`config.mk`:
```
export PLATFORM = sky130hd
export DESIGN_NAME = acb_bus_port
export DESIGN_NICKNAME = d
export VERILOG_FILES = /design/src/logic/acb_bus_port.v /design/src/logic/acb_sync.v
export VERILOG_INCLUDE_DIRS = /design/src /design/src/logic
export SDC_FILE = /design/constraint.sdc
export NUM_CORES = 1
export LEC_CHECK = 0
export BUFFER_PORTS_ARGS = -buffer_cell sky130_fd_sc_hd__buf_2
export CAP_MARGIN = 10
export CORE_MARGIN = 2
export CORE_UTILIZATION = 57
export CTS_BUF_LIST = sky130_fd_sc_hd__clkbuf_4
export DETAILED_ROUTE_END_ITERATION = 16
export MAX_ROUTING_LAYER = met4
export PLACE_DENSITY = 0.82
export REMOVE_ABC_BUFFERS = 1
export SETUP_SLACK_MARGIN = 0.4
export SYNTH_ARGS = -nofsm -noshare
export SYNTH_HDL_FRONTEND = slang
export SYNTH_SLANG_ARGS = --single-unit
```
`constraint.sdc`:
```
create_clock -name pclk -period 2.9 [get_ports pclk]
set_clock_uncertainty 0.15 [all_clocks]
set_input_delay 0.29 -clock pclk [delete_from_list [all_inputs] [get_ports pclk]]
set_output_delay 0.29 -clock pclk [all_outputs]
set_load 0.05 [all_outputs]
```
`src/logic/acb_regs.vh`:
```
// register offsets, field positions and timing counts for the async cpu bus port
// assumes a 32-bit apb slave decoding byte addresses on an 8-bit offset
`ifndef ACB_REGS_VH
`define ACB_REGS_VH

// ----------------------------------------------------------------
// register offsets
// ----------------------------------------------------------------
`define ACB_OFF_CTRL 8'h00
`define ACB_OFF_ADDR 8'h04
`define ACB_OFF_WDATA 8'h08
`define ACB_OFF_RDATA 8'h0c
`define ACB_OFF_STATUS 8'h10
`define ACB_OFF_MASK 8'h14

// ----------------------------------------------------------------
// control fields
// ----------------------------------------------------------------
`define ACB_CTRL_START 0
`define ACB_CTRL_READ 1
`define ACB_CTRL_BYTE 2
`define ACB_CTRL_RMW 3
`define ACB_CTRL_SUPER 4
`define ACB_CTRL_PROG 5
`define ACB_CTRL_IACK 6
`define ACB_CTRL_RSTCMD 7
`define ACB_CTRL_STOPCMD 8

// ----------------------------------------------------------------
// status fields
// ----------------------------------------------------------------
`define ACB_ST_BUSY 0
`define ACB_ST_DONE 1
`define ACB_ST_FAULT 2
`define ACB_ST_AUTOVEC 3
`define ACB_ST_HALTED 4
`define ACB_ST_RELEASED 5
`define ACB_ST_STOPPED 6
`define ACB_ST_RSTSEEN 7
`define ACB_ST_LVL_LO 8
`define ACB_ST_PEND 11
`define ACB_ST_TOTAL 12

// ----------------------------------------------------------------
// reset values, codes and timing counts
// ----------------------------------------------------------------
`define ACB_MASK_RST 3'h0
`define ACB_FC_IACK 3'h7
`define ACB_E_PERIOD 4'ha
`define ACB_E_LOW 4'h6
`define ACB_RST_DRIVE 8'h7c

`endif

```
`src/logic/acb_bus_port.v`:
```
// async cpu bus port: apb registers drive one external bus cycle at a time
// assumes all bus pins are outside pclk's domain; three-state pins resolved outside
//
// Chosen here: the APB interface to the registers and the placing of the registers.
`timescale 1ns/1ps
`default_nettype none
`include "acb_regs.vh"

module acb_bus_port #(
   parameter RST_DRIVE = `ACB_RST_DRIVE
) (
   input wire pclk,
   input wire presetn,
   input wire [7:0] paddr,
   input wire psel,
   input wire penable,
   input wire pwrite,
   input wire [31:0] pwdata,
   output reg [31:0] prdata,
   output wire pready,
   output wire pslverr,
   output wire [22:0] address_lines,
   output wire address_lines_oe,
   input wire [15:0] data_lines_in,
   output wire [15:0] data_lines_out,
   output wire data_lines_oe,
   output wire addr_strobe_n,
   output wire upper_byte_strobe_n,
   output wire lower_byte_strobe_n,
   output wire read_not_write,
   output wire control_oe,
   input wire transfer_ack_n,
   input wire bus_claim_request_n,
   output wire bus_claim_grant_n,
   input wire bus_claim_taken_n,
   input wire [2:0] int_level_in_n,
   input wire cycle_fault_in_n,
   input wire reset_line_in_n,
   output wire reset_line_out,
   output wire reset_line_oe,
   input wire halt_line_in_n,
   output wire halt_line_out,
   output wire halt_line_oe,
   output wire periph_enable,
   input wire sync_device_select_n,
   output wire sync_addr_valid_n,
   output wire [2:0] cycle_kind_code,
   output wire cycle_kind_oe
);
   // ----------------------------------------------------------------
   // states
   // ----------------------------------------------------------------
   localparam S_IDLE = 3'd0;
   localparam S_ADDR = 3'd1;
   localparam S_STRB = 3'd2;
   localparam S_WAIT = 3'd3;
   localparam S_SYNC = 3'd4;
   localparam S_RMW = 3'd5;
   localparam S_END = 3'd6;
   localparam S_RETRY = 3'd7;

   // ----------------------------------------------------------------
   // helpers
   // ----------------------------------------------------------------
   // returns {upper, lower} strobe enables, active high
   function [1:0] lane_sel;
      input is_byte;
      input a0;
      begin
         if (!is_byte)
            lane_sel = 2'b11;
         else if (a0)
            lane_sel = 2'b01;
         else
            lane_sel = 2'b10;
      end
   endfunction

   // byte reads land right-justified
   function [15:0] lane_read;
      input is_byte;
      input a0;
      input [15:0] d;
      begin
         if (!is_byte)
            lane_read = d;
         else if (a0)
            lane_read = {8'h00, d[7:0]};
         else
            lane_read = {8'h00, d[15:8]};
      end
   endfunction

   // ----------------------------------------------------------------
   // pin synchronisers
   // ----------------------------------------------------------------
   wire [25:0] pins_s;
   acb_sync #(.W(26)) u_sync (
      .pclk(pclk),
      .presetn(presetn),
      .pin_in({sync_device_select_n, halt_line_in_n, reset_line_in_n, cycle_fault_in_n,
               int_level_in_n, bus_claim_taken_n, bus_claim_request_n, transfer_ack_n,
               data_lines_in}),
      .pin_sync(pins_s)
   );
   wire [15:0] din_s = pins_s[15:0];
   wire ack_s = ~pins_s[16];
   wire req_s = ~pins_s[17];
   wire taken_s = ~pins_s[18];
   wire [2:0] lvl_s = ~pins_s[21:19];
   wire fault_s = ~pins_s[22];
   wire rst_s = ~pins_s[23];
   wire halt_s = ~pins_s[24];
   wire vpa_s = ~pins_s[25];

   // ----------------------------------------------------------------
   // state
   // ----------------------------------------------------------------
   reg [2:0] state_q;
   reg [23:0] addr_reg_q;
   reg [15:0] wdata_q;
   reg [15:0] rdata_q;
   reg [2:0] mask_q;
   reg [8:0] cmd_q;
   reg [8:0] cur_q;
   reg req_q;
   reg [22:0] addr_q;
   reg [15:0] dout_q;
   reg aoe_q;
   reg doe_q;
   reg as_q;
   reg [1:0] strb_q;
   reg rw_q;
   reg vma_q;
   reg [2:0] fc_q;
   reg done_q;
   reg fault_q;
   reg auto_q;
   reg stop_q;
   reg rst_seen_q;
   reg total_q;
   reg grant_q;
   reg [7:0] rst_cnt_q;
   reg [1:0] own_rst_q;
   reg [3:0] e_cnt_q;
   reg e_q;

   // ----------------------------------------------------------------
   // apb access
   // ----------------------------------------------------------------
   wire wr = psel & penable & pwrite;
   wire mapped = (paddr == `ACB_OFF_CTRL) | (paddr == `ACB_OFF_ADDR) |
                 (paddr == `ACB_OFF_WDATA) | (paddr == `ACB_OFF_RDATA) |
                 (paddr == `ACB_OFF_STATUS) | (paddr == `ACB_OFF_MASK);
   wire wr_ctrl = wr & (paddr == `ACB_OFF_CTRL);
   wire wr_stat = wr & (paddr == `ACB_OFF_STATUS);
   wire start_wr = wr_ctrl & pwdata[`ACB_CTRL_START];
   wire rstcmd_wr = wr_ctrl & pwdata[`ACB_CTRL_RSTCMD];
   wire stopcmd_wr = wr_ctrl & pwdata[`ACB_CTRL_STOPCMD];

   assign pready = 1'b1;
   assign pslverr = psel & penable & ~mapped;

   always @(posedge pclk or negedge presetn) begin
      if (!presetn) begin
         addr_reg_q <= 24'h000000;
         wdata_q <= 16'h0000;
         mask_q <= `ACB_MASK_RST;
         cmd_q <= 9'h000;
      end else if (wr) begin
         case (paddr)
            `ACB_OFF_CTRL: cmd_q <= pwdata[8:0];
            `ACB_OFF_ADDR: addr_reg_q <= pwdata[23:0];
            `ACB_OFF_WDATA: wdata_q <= pwdata[15:0];
            `ACB_OFF_MASK: mask_q <= pwdata[2:0];
            default: cmd_q <= cmd_q;
         endcase
      end
   end

   wire int_pend = (lvl_s == 3'h7) | (lvl_s > mask_q);
   wire busy = req_q | (state_q != S_IDLE);
   wire halt_ext = halt_s & ~stop_q;
   wire halted = halt_ext & (state_q == S_IDLE);
   wire released = taken_s & (state_q == S_IDLE);

   always @* begin
      prdata = 32'h00000000;
      case (paddr)
         `ACB_OFF_CTRL: prdata = {23'h000000, cmd_q};
         `ACB_OFF_ADDR: prdata = {8'h00, addr_reg_q};
         `ACB_OFF_WDATA: prdata = {16'h0000, wdata_q};
         `ACB_OFF_RDATA: prdata = {16'h0000, rdata_q};
         `ACB_OFF_MASK: prdata = {29'h00000000, mask_q};
         `ACB_OFF_STATUS: begin
            prdata[`ACB_ST_BUSY] = busy;
            prdata[`ACB_ST_DONE] = done_q;
            prdata[`ACB_ST_FAULT] = fault_q;
            prdata[`ACB_ST_AUTOVEC] = auto_q;
            prdata[`ACB_ST_HALTED] = halted;
            prdata[`ACB_ST_RELEASED] = released;
            prdata[`ACB_ST_STOPPED] = stop_q;
            prdata[`ACB_ST_RSTSEEN] = rst_seen_q;
            prdata[10:8] = lvl_s;
            prdata[`ACB_ST_PEND] = int_pend;
            prdata[`ACB_ST_TOTAL] = total_q;
         end
         default: prdata = 32'h00000000;
      endcase
   end

   // ----------------------------------------------------------------
   // reset line, halt line, arbitration
   // ----------------------------------------------------------------
   // own drive echoes back through the synchroniser two cycles late
   wire rst_drv = (rst_cnt_q != 8'h00);
   wire ext_rst = rst_s & ~rst_drv & ~own_rst_q[0] & ~own_rst_q[1];

   always @(posedge pclk or negedge presetn) begin
      if (!presetn) begin
         rst_cnt_q <= 8'h00;
         own_rst_q <= 2'b00;
         grant_q <= 1'b0;
      end else begin
         own_rst_q <= {own_rst_q[0], rst_drv};
         if (rstcmd_wr && !rst_drv)
            rst_cnt_q <= RST_DRIVE[7:0];
         else if (rst_drv)
            rst_cnt_q <= rst_cnt_q - 8'h01;
         grant_q <= req_s & ~taken_s;
      end
   end

   assign reset_line_out = 1'b0;
   assign reset_line_oe = rst_drv;
   assign halt_line_out = 1'b0;
   assign halt_line_oe = stop_q;
   assign bus_claim_grant_n = ~grant_q;

   // ----------------------------------------------------------------
   // enable clock
   // ----------------------------------------------------------------
   // ten-count ring
   always @(posedge pclk or negedge presetn) begin
      if (!presetn) begin
         e_cnt_q <= 4'h0;
         e_q <= 1'b0;
      end else begin
         e_cnt_q <= (e_cnt_q == `ACB_E_PERIOD - 4'h1) ? 4'h0 : e_cnt_q + 4'h1;
         e_q <= (e_cnt_q >= `ACB_E_LOW - 4'h1) && (e_cnt_q != `ACB_E_PERIOD - 4'h1);
      end
   end
   assign periph_enable = e_q;
   wire e_last = (e_cnt_q == `ACB_E_PERIOD - 4'h1);

   // ----------------------------------------------------------------
   // bus cycle engine
   // ----------------------------------------------------------------
   wire cur_rd = cur_q[`ACB_CTRL_READ];
   wire cur_byte = cur_q[`ACB_CTRL_BYTE];
   wire cur_rmw = cur_q[`ACB_CTRL_RMW];
   wire cur_iack = cur_q[`ACB_CTRL_IACK];
   wire a0 = addr_reg_q[0];
   // reads first phase of rmw too; write-back follows
   wire more = cur_rmw & rw_q;
   wire [2:0] next_after = more ? S_RMW : S_END;
   wire can_start = req_q & ~halt_ext & ~taken_s & ~stop_q & ~grant_q;

   always @(posedge pclk or negedge presetn) begin
      if (!presetn) begin
         state_q <= S_IDLE;
         cur_q <= 9'h000;
         req_q <= 1'b0;
         addr_q <= 23'h000000;
         dout_q <= 16'h0000;
         rdata_q <= 16'h0000;
         aoe_q <= 1'b0;
         doe_q <= 1'b0;
         as_q <= 1'b0;
         strb_q <= 2'b00;
         rw_q <= 1'b1;
         vma_q <= 1'b0;
         fc_q <= 3'h0;
         done_q <= 1'b0;
         fault_q <= 1'b0;
         auto_q <= 1'b0;
         stop_q <= 1'b0;
         rst_seen_q <= 1'b0;
         total_q <= 1'b0;
      end else if (ext_rst) begin
         state_q <= S_IDLE;
         req_q <= 1'b0;
         aoe_q <= 1'b0;
         doe_q <= 1'b0;
         as_q <= 1'b0;
         strb_q <= 2'b00;
         rw_q <= 1'b1;
         vma_q <= 1'b0;
         stop_q <= 1'b0;
         rst_seen_q <= 1'b1;
         total_q <= halt_s;
      end else begin
         // software clears first so a same-cycle event still sets
         if (wr_stat && pwdata[`ACB_ST_DONE])
            done_q <= 1'b0;
         if (wr_stat && pwdata[`ACB_ST_FAULT])
            fault_q <= 1'b0;
         if (wr_stat && pwdata[`ACB_ST_AUTOVEC])
            auto_q <= 1'b0;
         if (wr_stat && pwdata[`ACB_ST_RSTSEEN]) begin
            rst_seen_q <= 1'b0;
            total_q <= 1'b0;
         end
         if (stopcmd_wr)
            stop_q <= 1'b1;
         if (start_wr)
            req_q <= 1'b1;
         case (state_q)
            S_IDLE: begin
               // halt and handover only between cycles
               if (can_start) begin
                  req_q <= 1'b0;
                  cur_q <= cmd_q;
                  aoe_q <= 1'b1;
                  rw_q <= cmd_q[`ACB_CTRL_READ] | cmd_q[`ACB_CTRL_RMW] |
                          cmd_q[`ACB_CTRL_IACK];
                  if (cmd_q[`ACB_CTRL_IACK]) begin
                     addr_q <= {20'hfffff, lvl_s};
                     fc_q <= `ACB_FC_IACK;
                  end else begin
                     addr_q <= addr_reg_q[23:1];
                     fc_q <= {cmd_q[`ACB_CTRL_SUPER], cmd_q[`ACB_CTRL_PROG],
                              ~cmd_q[`ACB_CTRL_PROG]};
                  end
                  state_q <= S_ADDR;
               end
            end
            S_ADDR: begin
               as_q <= 1'b1;
               dout_q <= cur_byte ? {wdata_q[7:0], wdata_q[7:0]} : wdata_q;
               doe_q <= ~rw_q;
               state_q <= S_STRB;
            end
            S_STRB: begin
               strb_q <= cur_iack ? 2'b01 : lane_sel(cur_byte, a0);
               state_q <= S_WAIT;
            end
            S_WAIT: begin
               if (ack_s) begin
                  if (rw_q)
                     rdata_q <= cur_iack ? {8'h00, din_s[7:0]} :
                                lane_read(cur_byte, a0, din_s);
                  state_q <= next_after;
               end else if (fault_s) begin
                  if (halt_s) begin
                     as_q <= 1'b0;
                     strb_q <= 2'b00;
                     state_q <= S_RETRY;
                  end else begin
                     if (fault_q)
                        stop_q <= 1'b1;
                     fault_q <= 1'b1;
                     state_q <= S_END;
                  end
               end else if (vpa_s) begin
                  if (cur_iack) begin
                     auto_q <= 1'b1;
                     state_q <= S_END;
                  end else begin
                     state_q <= S_SYNC;
                  end
               end
            end
            S_SYNC: begin
               if (e_last && !vma_q) begin
                  vma_q <= 1'b1;
               end else if (e_last && vma_q) begin
                  vma_q <= 1'b0;
                  if (rw_q)
                     rdata_q <= lane_read(cur_byte, a0, din_s);
                  state_q <= next_after;
               end
            end
            S_RMW: begin
               strb_q <= 2'b00;
               rw_q <= 1'b0;
               // synced answer of the read phase lingers; write-back waits until it clears
               if (!ack_s && !vpa_s)
                  state_q <= S_ADDR;
            end
            S_RETRY: begin
               if (!halt_s && !fault_s)
                  state_q <= S_ADDR;
            end
            S_END: begin
               as_q <= 1'b0;
               strb_q <= 2'b00;
               vma_q <= 1'b0;
               aoe_q <= 1'b0;
               doe_q <= 1'b0;
               rw_q <= 1'b1;
               done_q <= 1'b1;
               state_q <= S_IDLE;
            end
            default: state_q <= S_IDLE;
         endcase
      end
   end

   // ----------------------------------------------------------------
   // pin drive
   // ----------------------------------------------------------------
   // released bus floats controls
   wire ctl_on = ~released;
   assign address_lines = addr_q;
   assign address_lines_oe = aoe_q;
   assign data_lines_out = dout_q;
   assign data_lines_oe = doe_q;
   assign addr_strobe_n = ~as_q;
   assign upper_byte_strobe_n = ~strb_q[1];
   assign lower_byte_strobe_n = ~strb_q[0];
   assign read_not_write = rw_q;
   assign control_oe = ctl_on;
   assign sync_addr_valid_n = ~vma_q;
   assign cycle_kind_code = fc_q;
   assign cycle_kind_oe = aoe_q;
endmodule // acb_bus_port

`default_nettype wire

```
`src/logic/acb_sync.v`:
```
// two-flop synchroniser for a group of pin inputs
// assumes the pins are idle high (active low) at reset
`timescale 1ns/1ps
`default_nettype none

module acb_sync #(
   parameter W = 1
) (
   input wire pclk,
   input wire presetn,
   input wire [W-1:0] pin_in,
   output wire [W-1:0] pin_sync
);
   reg [W-1:0] meta_q;
   reg [W-1:0] sync_q;

   // first stage feeds only the second stage
   always @(posedge pclk or negedge presetn) begin
      if (!presetn) begin
         meta_q <= {W{1'b1}};
         sync_q <= {W{1'b1}};
      end else begin
         meta_q <= pin_in;
         sync_q <= meta_q;
      end
   end

   assign pin_sync = sync_q;
endmodule // acb_sync

`default_nettype wire

```
==> flow_metrics.py <==
metrics = {
    "outcome": {
        "status": "finished clean",
    },
    "setup_path": {
        "start_kind": "flop",
        "startpoint": "u_sync.pin_sync[20]",
        "r2r_start": "rst_cnt_q[0]",
        "crit_end": "prdata[11]",
        "reg2reg_slack_ns": 0.58,
        "cp_max_fo": 2,
        "crit_path_end_kind": "output pin",
        "cp.required_ns": 2.46,
        "r2r_end": "data_lines_out[1]",
        "rr_worst_depth": 8,
        "path_class": "reg2out",
        "worstPathArrival_ns": 2.37,
    },
    "final_layout": {
        "final_cells": 1166,
        "filler_cell_count": 1001,
        "area_delta_synth_final_pct": 24.01,
        "drive_above_1_share_pct": 38.01,
        "regArea_mm2": 0.005026,
        "postLayoutCoreUtil_pct": 72.57,
        "nNetsFinal": 1039,
        "multi_input_area_mm2": 0.003273,
    },
    "drt": {
        "vias_per_cell": 5.613,
        "ant_nets": 0,
        "drt_iter0_markers": 512,
        "wire_per_inst_um": 18.57,
        "drc": 0,
        "drt_first_pass_iters": 5,
        "wirelength_mm": 21.65,
        "vias": 6545,
    },
    "placed_design": {
        "place_inst": 1065,
        "gp_congestion": 0.9227,
        "port_buffers": 142,
        "dp_hpwl_mm": 14.58,
        "dp_slack_ns": 0.3612,
    },
    "pwr": {
        "power.leakage_uw": 0.005135,
        "ir_worst_vdd_mv": 0.4496,
        "power_density_mw_per_mm2": 586.4,
        "total_power_uw": 6185,
    },
    "synth": {
        "synth_ff_type": "dfrtp_1",
        "yosys.area.top_type": "dfrtp_1",
        "synth_adder_area_share_pct": 0.7355,
        "ys_types": 60,
        "avgSynthCellArea_um2": 11.43,
        "synth.most_common_cell": "dfrtp_1",
        "synth_area_leaders": "dfrtp_1 43%, dfstp_2 16%, mux2_2 8.2%",
        "synth_warnings": 0,
        "synth_seq_cells": 198,
        "synth_top_family_by_area": "simple AND/OR/NAND/NOR gates",
        "ys_seq_area_share_pct": 59.03,
        "yosys-mux-area-fraction_pct": 12.50,
        "async_flop_share_pct": 100.0,
        "synth_top_area_share_pct": 42.66,
        "netlist_area_mm2": 0.008506,
        "synth_simple_gate_area_share_pct": 13.84,
        "syn_inst": 744,
        "synth_xor_area_share_pct": 0.3089,
        "synth_enable_flop_cells": 0,
        "synth_compound_area_share_pct": 9.665,
        "synth_commonest_cells": "145 x dfrtp_1, 85 x nor2_1, 80 x nand2_1",
    },
    "floorplan": {
        "die-area_mm2": 0.01592,
        "die_w_um": 126.2,
        "die_y_um": 126.2,
        "io_pins": 162,
        "start_util_pct": 58.52,
        "rows": 44,
        "core_area_mm2": 0.01453,
    },
    "clocking": {
        "numClockSinks": 198,
        "clock_path_buffers": 2,
        "cts_buffers": 17,
        "cts-root-buf": "clkbuf_4",
        "h-tree-depth": 4,
        "cts_tree": "yes",
        "clkLatencyLatePin_ns": 0.60,
        "path_clk_slew_ns": 0.14,
    },
    "sta": {
        "relSlewSlack_pct": 51.14,
        "drv_slew": 0,
        "max_freq_mhz": 355.7,
        "final-hold-violation-count": 0,
        "period_share_pct": 96.93,
        "worstMarginPinSlew_ns": 0.7330,
        "period_minus_slack_ns": 2.811,
        "setup_viol": 0,
        "setup_ws_ns": 0.08900,
        "hold-worst-slack_ns": 0.06746,
        "rsz0062_at_grt": "yes",
    },
    "global_route": {
        "grt_pass1_vias": 6578,
        "antenna_found_initial": 6,
        "grt_pass1_wl_mm": 34.48,
        "grtUsageTotal_pct": 28.90,
        "grt_overflow": 0,
        "grt_max_degree": 94,
    },
    "run": {
        "drv_cap": 0,
    },
    "min_path": {
        "hold_path.class": "in2reg",
    },
}
metrics by stage:
step,setup TNS (ns),instance area (µm²)
floorplan,-2.324,8289
global placement,0,9497
detailed placement,0,9497
CTS,0,10400
global route,0,10550
finish,0,10550
cells by family (layout without fill, tap and decap cells):
kind of cell | after synthesis | after routing
buffers and inverters | 65 | 288
other | 2 | 17
xor gates and xnor gates | 3 | 3
AOI/OAI and AO/OA | 138 | 138
muxes | 91 | 91
and+or+nand+nor | 242 | 242
DFF | 198 | 198
adders and majority gates | 5 | 5
critical path, stage by stage (launching register included):
cell and delay [ns]:
dfstp_2 0.62, inv_2 0.07, ha_4 0.26, nor2b_4 0.13, o21ai_2 0.06, a32oi_1 0.15
a31oi_1 0.08, o22ai_2 0.23, buf_6 0.19
layout make-up:
| cell class | count | area share, % |
|---|---|---|
| timing repair buffer | 236 | 15.36 |
| sequential | 198 | 47.65 |
| clock buffer | 21 | 1.495 |
| clock inverter | 11 | 1.423 |
| multi-input combinational | 490 | 31.03 |
| inverter | 20 | 0.7117 |
| tap | 184 | 2.183 |
| antenna | 6 | 0.1423 |
repair_timing:
item,in CTS,in global routing
buffers inserted,5,7
gates cloned,0,0
gates resized for setup,15,30
setup endpoints to repair,5,35
hold endpoints to repair,162,0
pin swaps,4,7
hold buffers,51,0
placed cells by master, fill, tap and decap left out, drive strengths merged, types with 5 or more instances in the layout:
| master | Yosys | final |
|---|---|---|
| a21oi | 53 | 53 |
| a22oi | 13 | 13 |
| a31oi | 6 | 6 |
| and3 | 12 | 12 |
| buf | 29 | 183 |
| clkbuf | 16 | 23 |
| conb | 2 | 11 |
| dfrtp | 145 | 145 |
| dfstp | 53 | 53 |
| diode | 0 | 6 |
| dlygate4sd3 | 0 | 51 |
| ha | 5 | 5 |
| inv | 20 | 23 |
| mux2 | 62 | 62 |
| mux2i | 23 | 23 |
| mux4 | 6 | 6 |
| nand2 | 82 | 82 |
| nand2b | 7 | 7 |
| nand3 | 13 | 13 |
| nor2 | 85 | 85 |
| nor2b | 9 | 9 |
| nor3 | 9 | 9 |
| o21ai | 38 | 38 |
worst min path at each step:
stage | startpoint | to | cells past startpoint
floorplan | presetn | addr_reg_q[0] | 0
finish | paddr[6] | rst_seen_q | 5
global placement | u_sync.meta_q[3] | u_sync.pin_sync[3] | 0
global route | paddr[6] | cmd_q[7] | 4
detailed placement | u_sync.meta_q[22] | u_sync.pin_sync[22] | 0
CTS | paddr[6] | cmd_q[7] | 4
flip-flops by register name, summed over array words and instances (netlist names), 8 cells and up:
register	cells
rst_cnt_q	8
cmd_q	9
addr_reg_q	24
rdata_q	16
u_sync.meta_q	26
wdata_q	16
u_sync.pin_sync	26
data_lines_out	16
address_lines	23
power breakdown:
part | total (µW) | switching, µW | leakage, µW | internal (µW)
Clock | 1550 | 911 | 0.000163 | 642
Combinational | 1420 | 944 | 0.00250 | 478
Sequential | 3210 | 192 | 0.00247 | 3020
Total | 6190 | 2050 | 0.00513 | 4140
routing by layer:
| metal | part of all wire (%) | GRT usage [%] |
|---|---|---|
| met5 | 0 | - |
| met4 | 3.0 | 10.21 |
| met3 | 6.2 | 7.179 |
| met2 | 49 | 44.91 |
| met1 | 42 | 37.50 |
(Power assumes the default switching activity.)
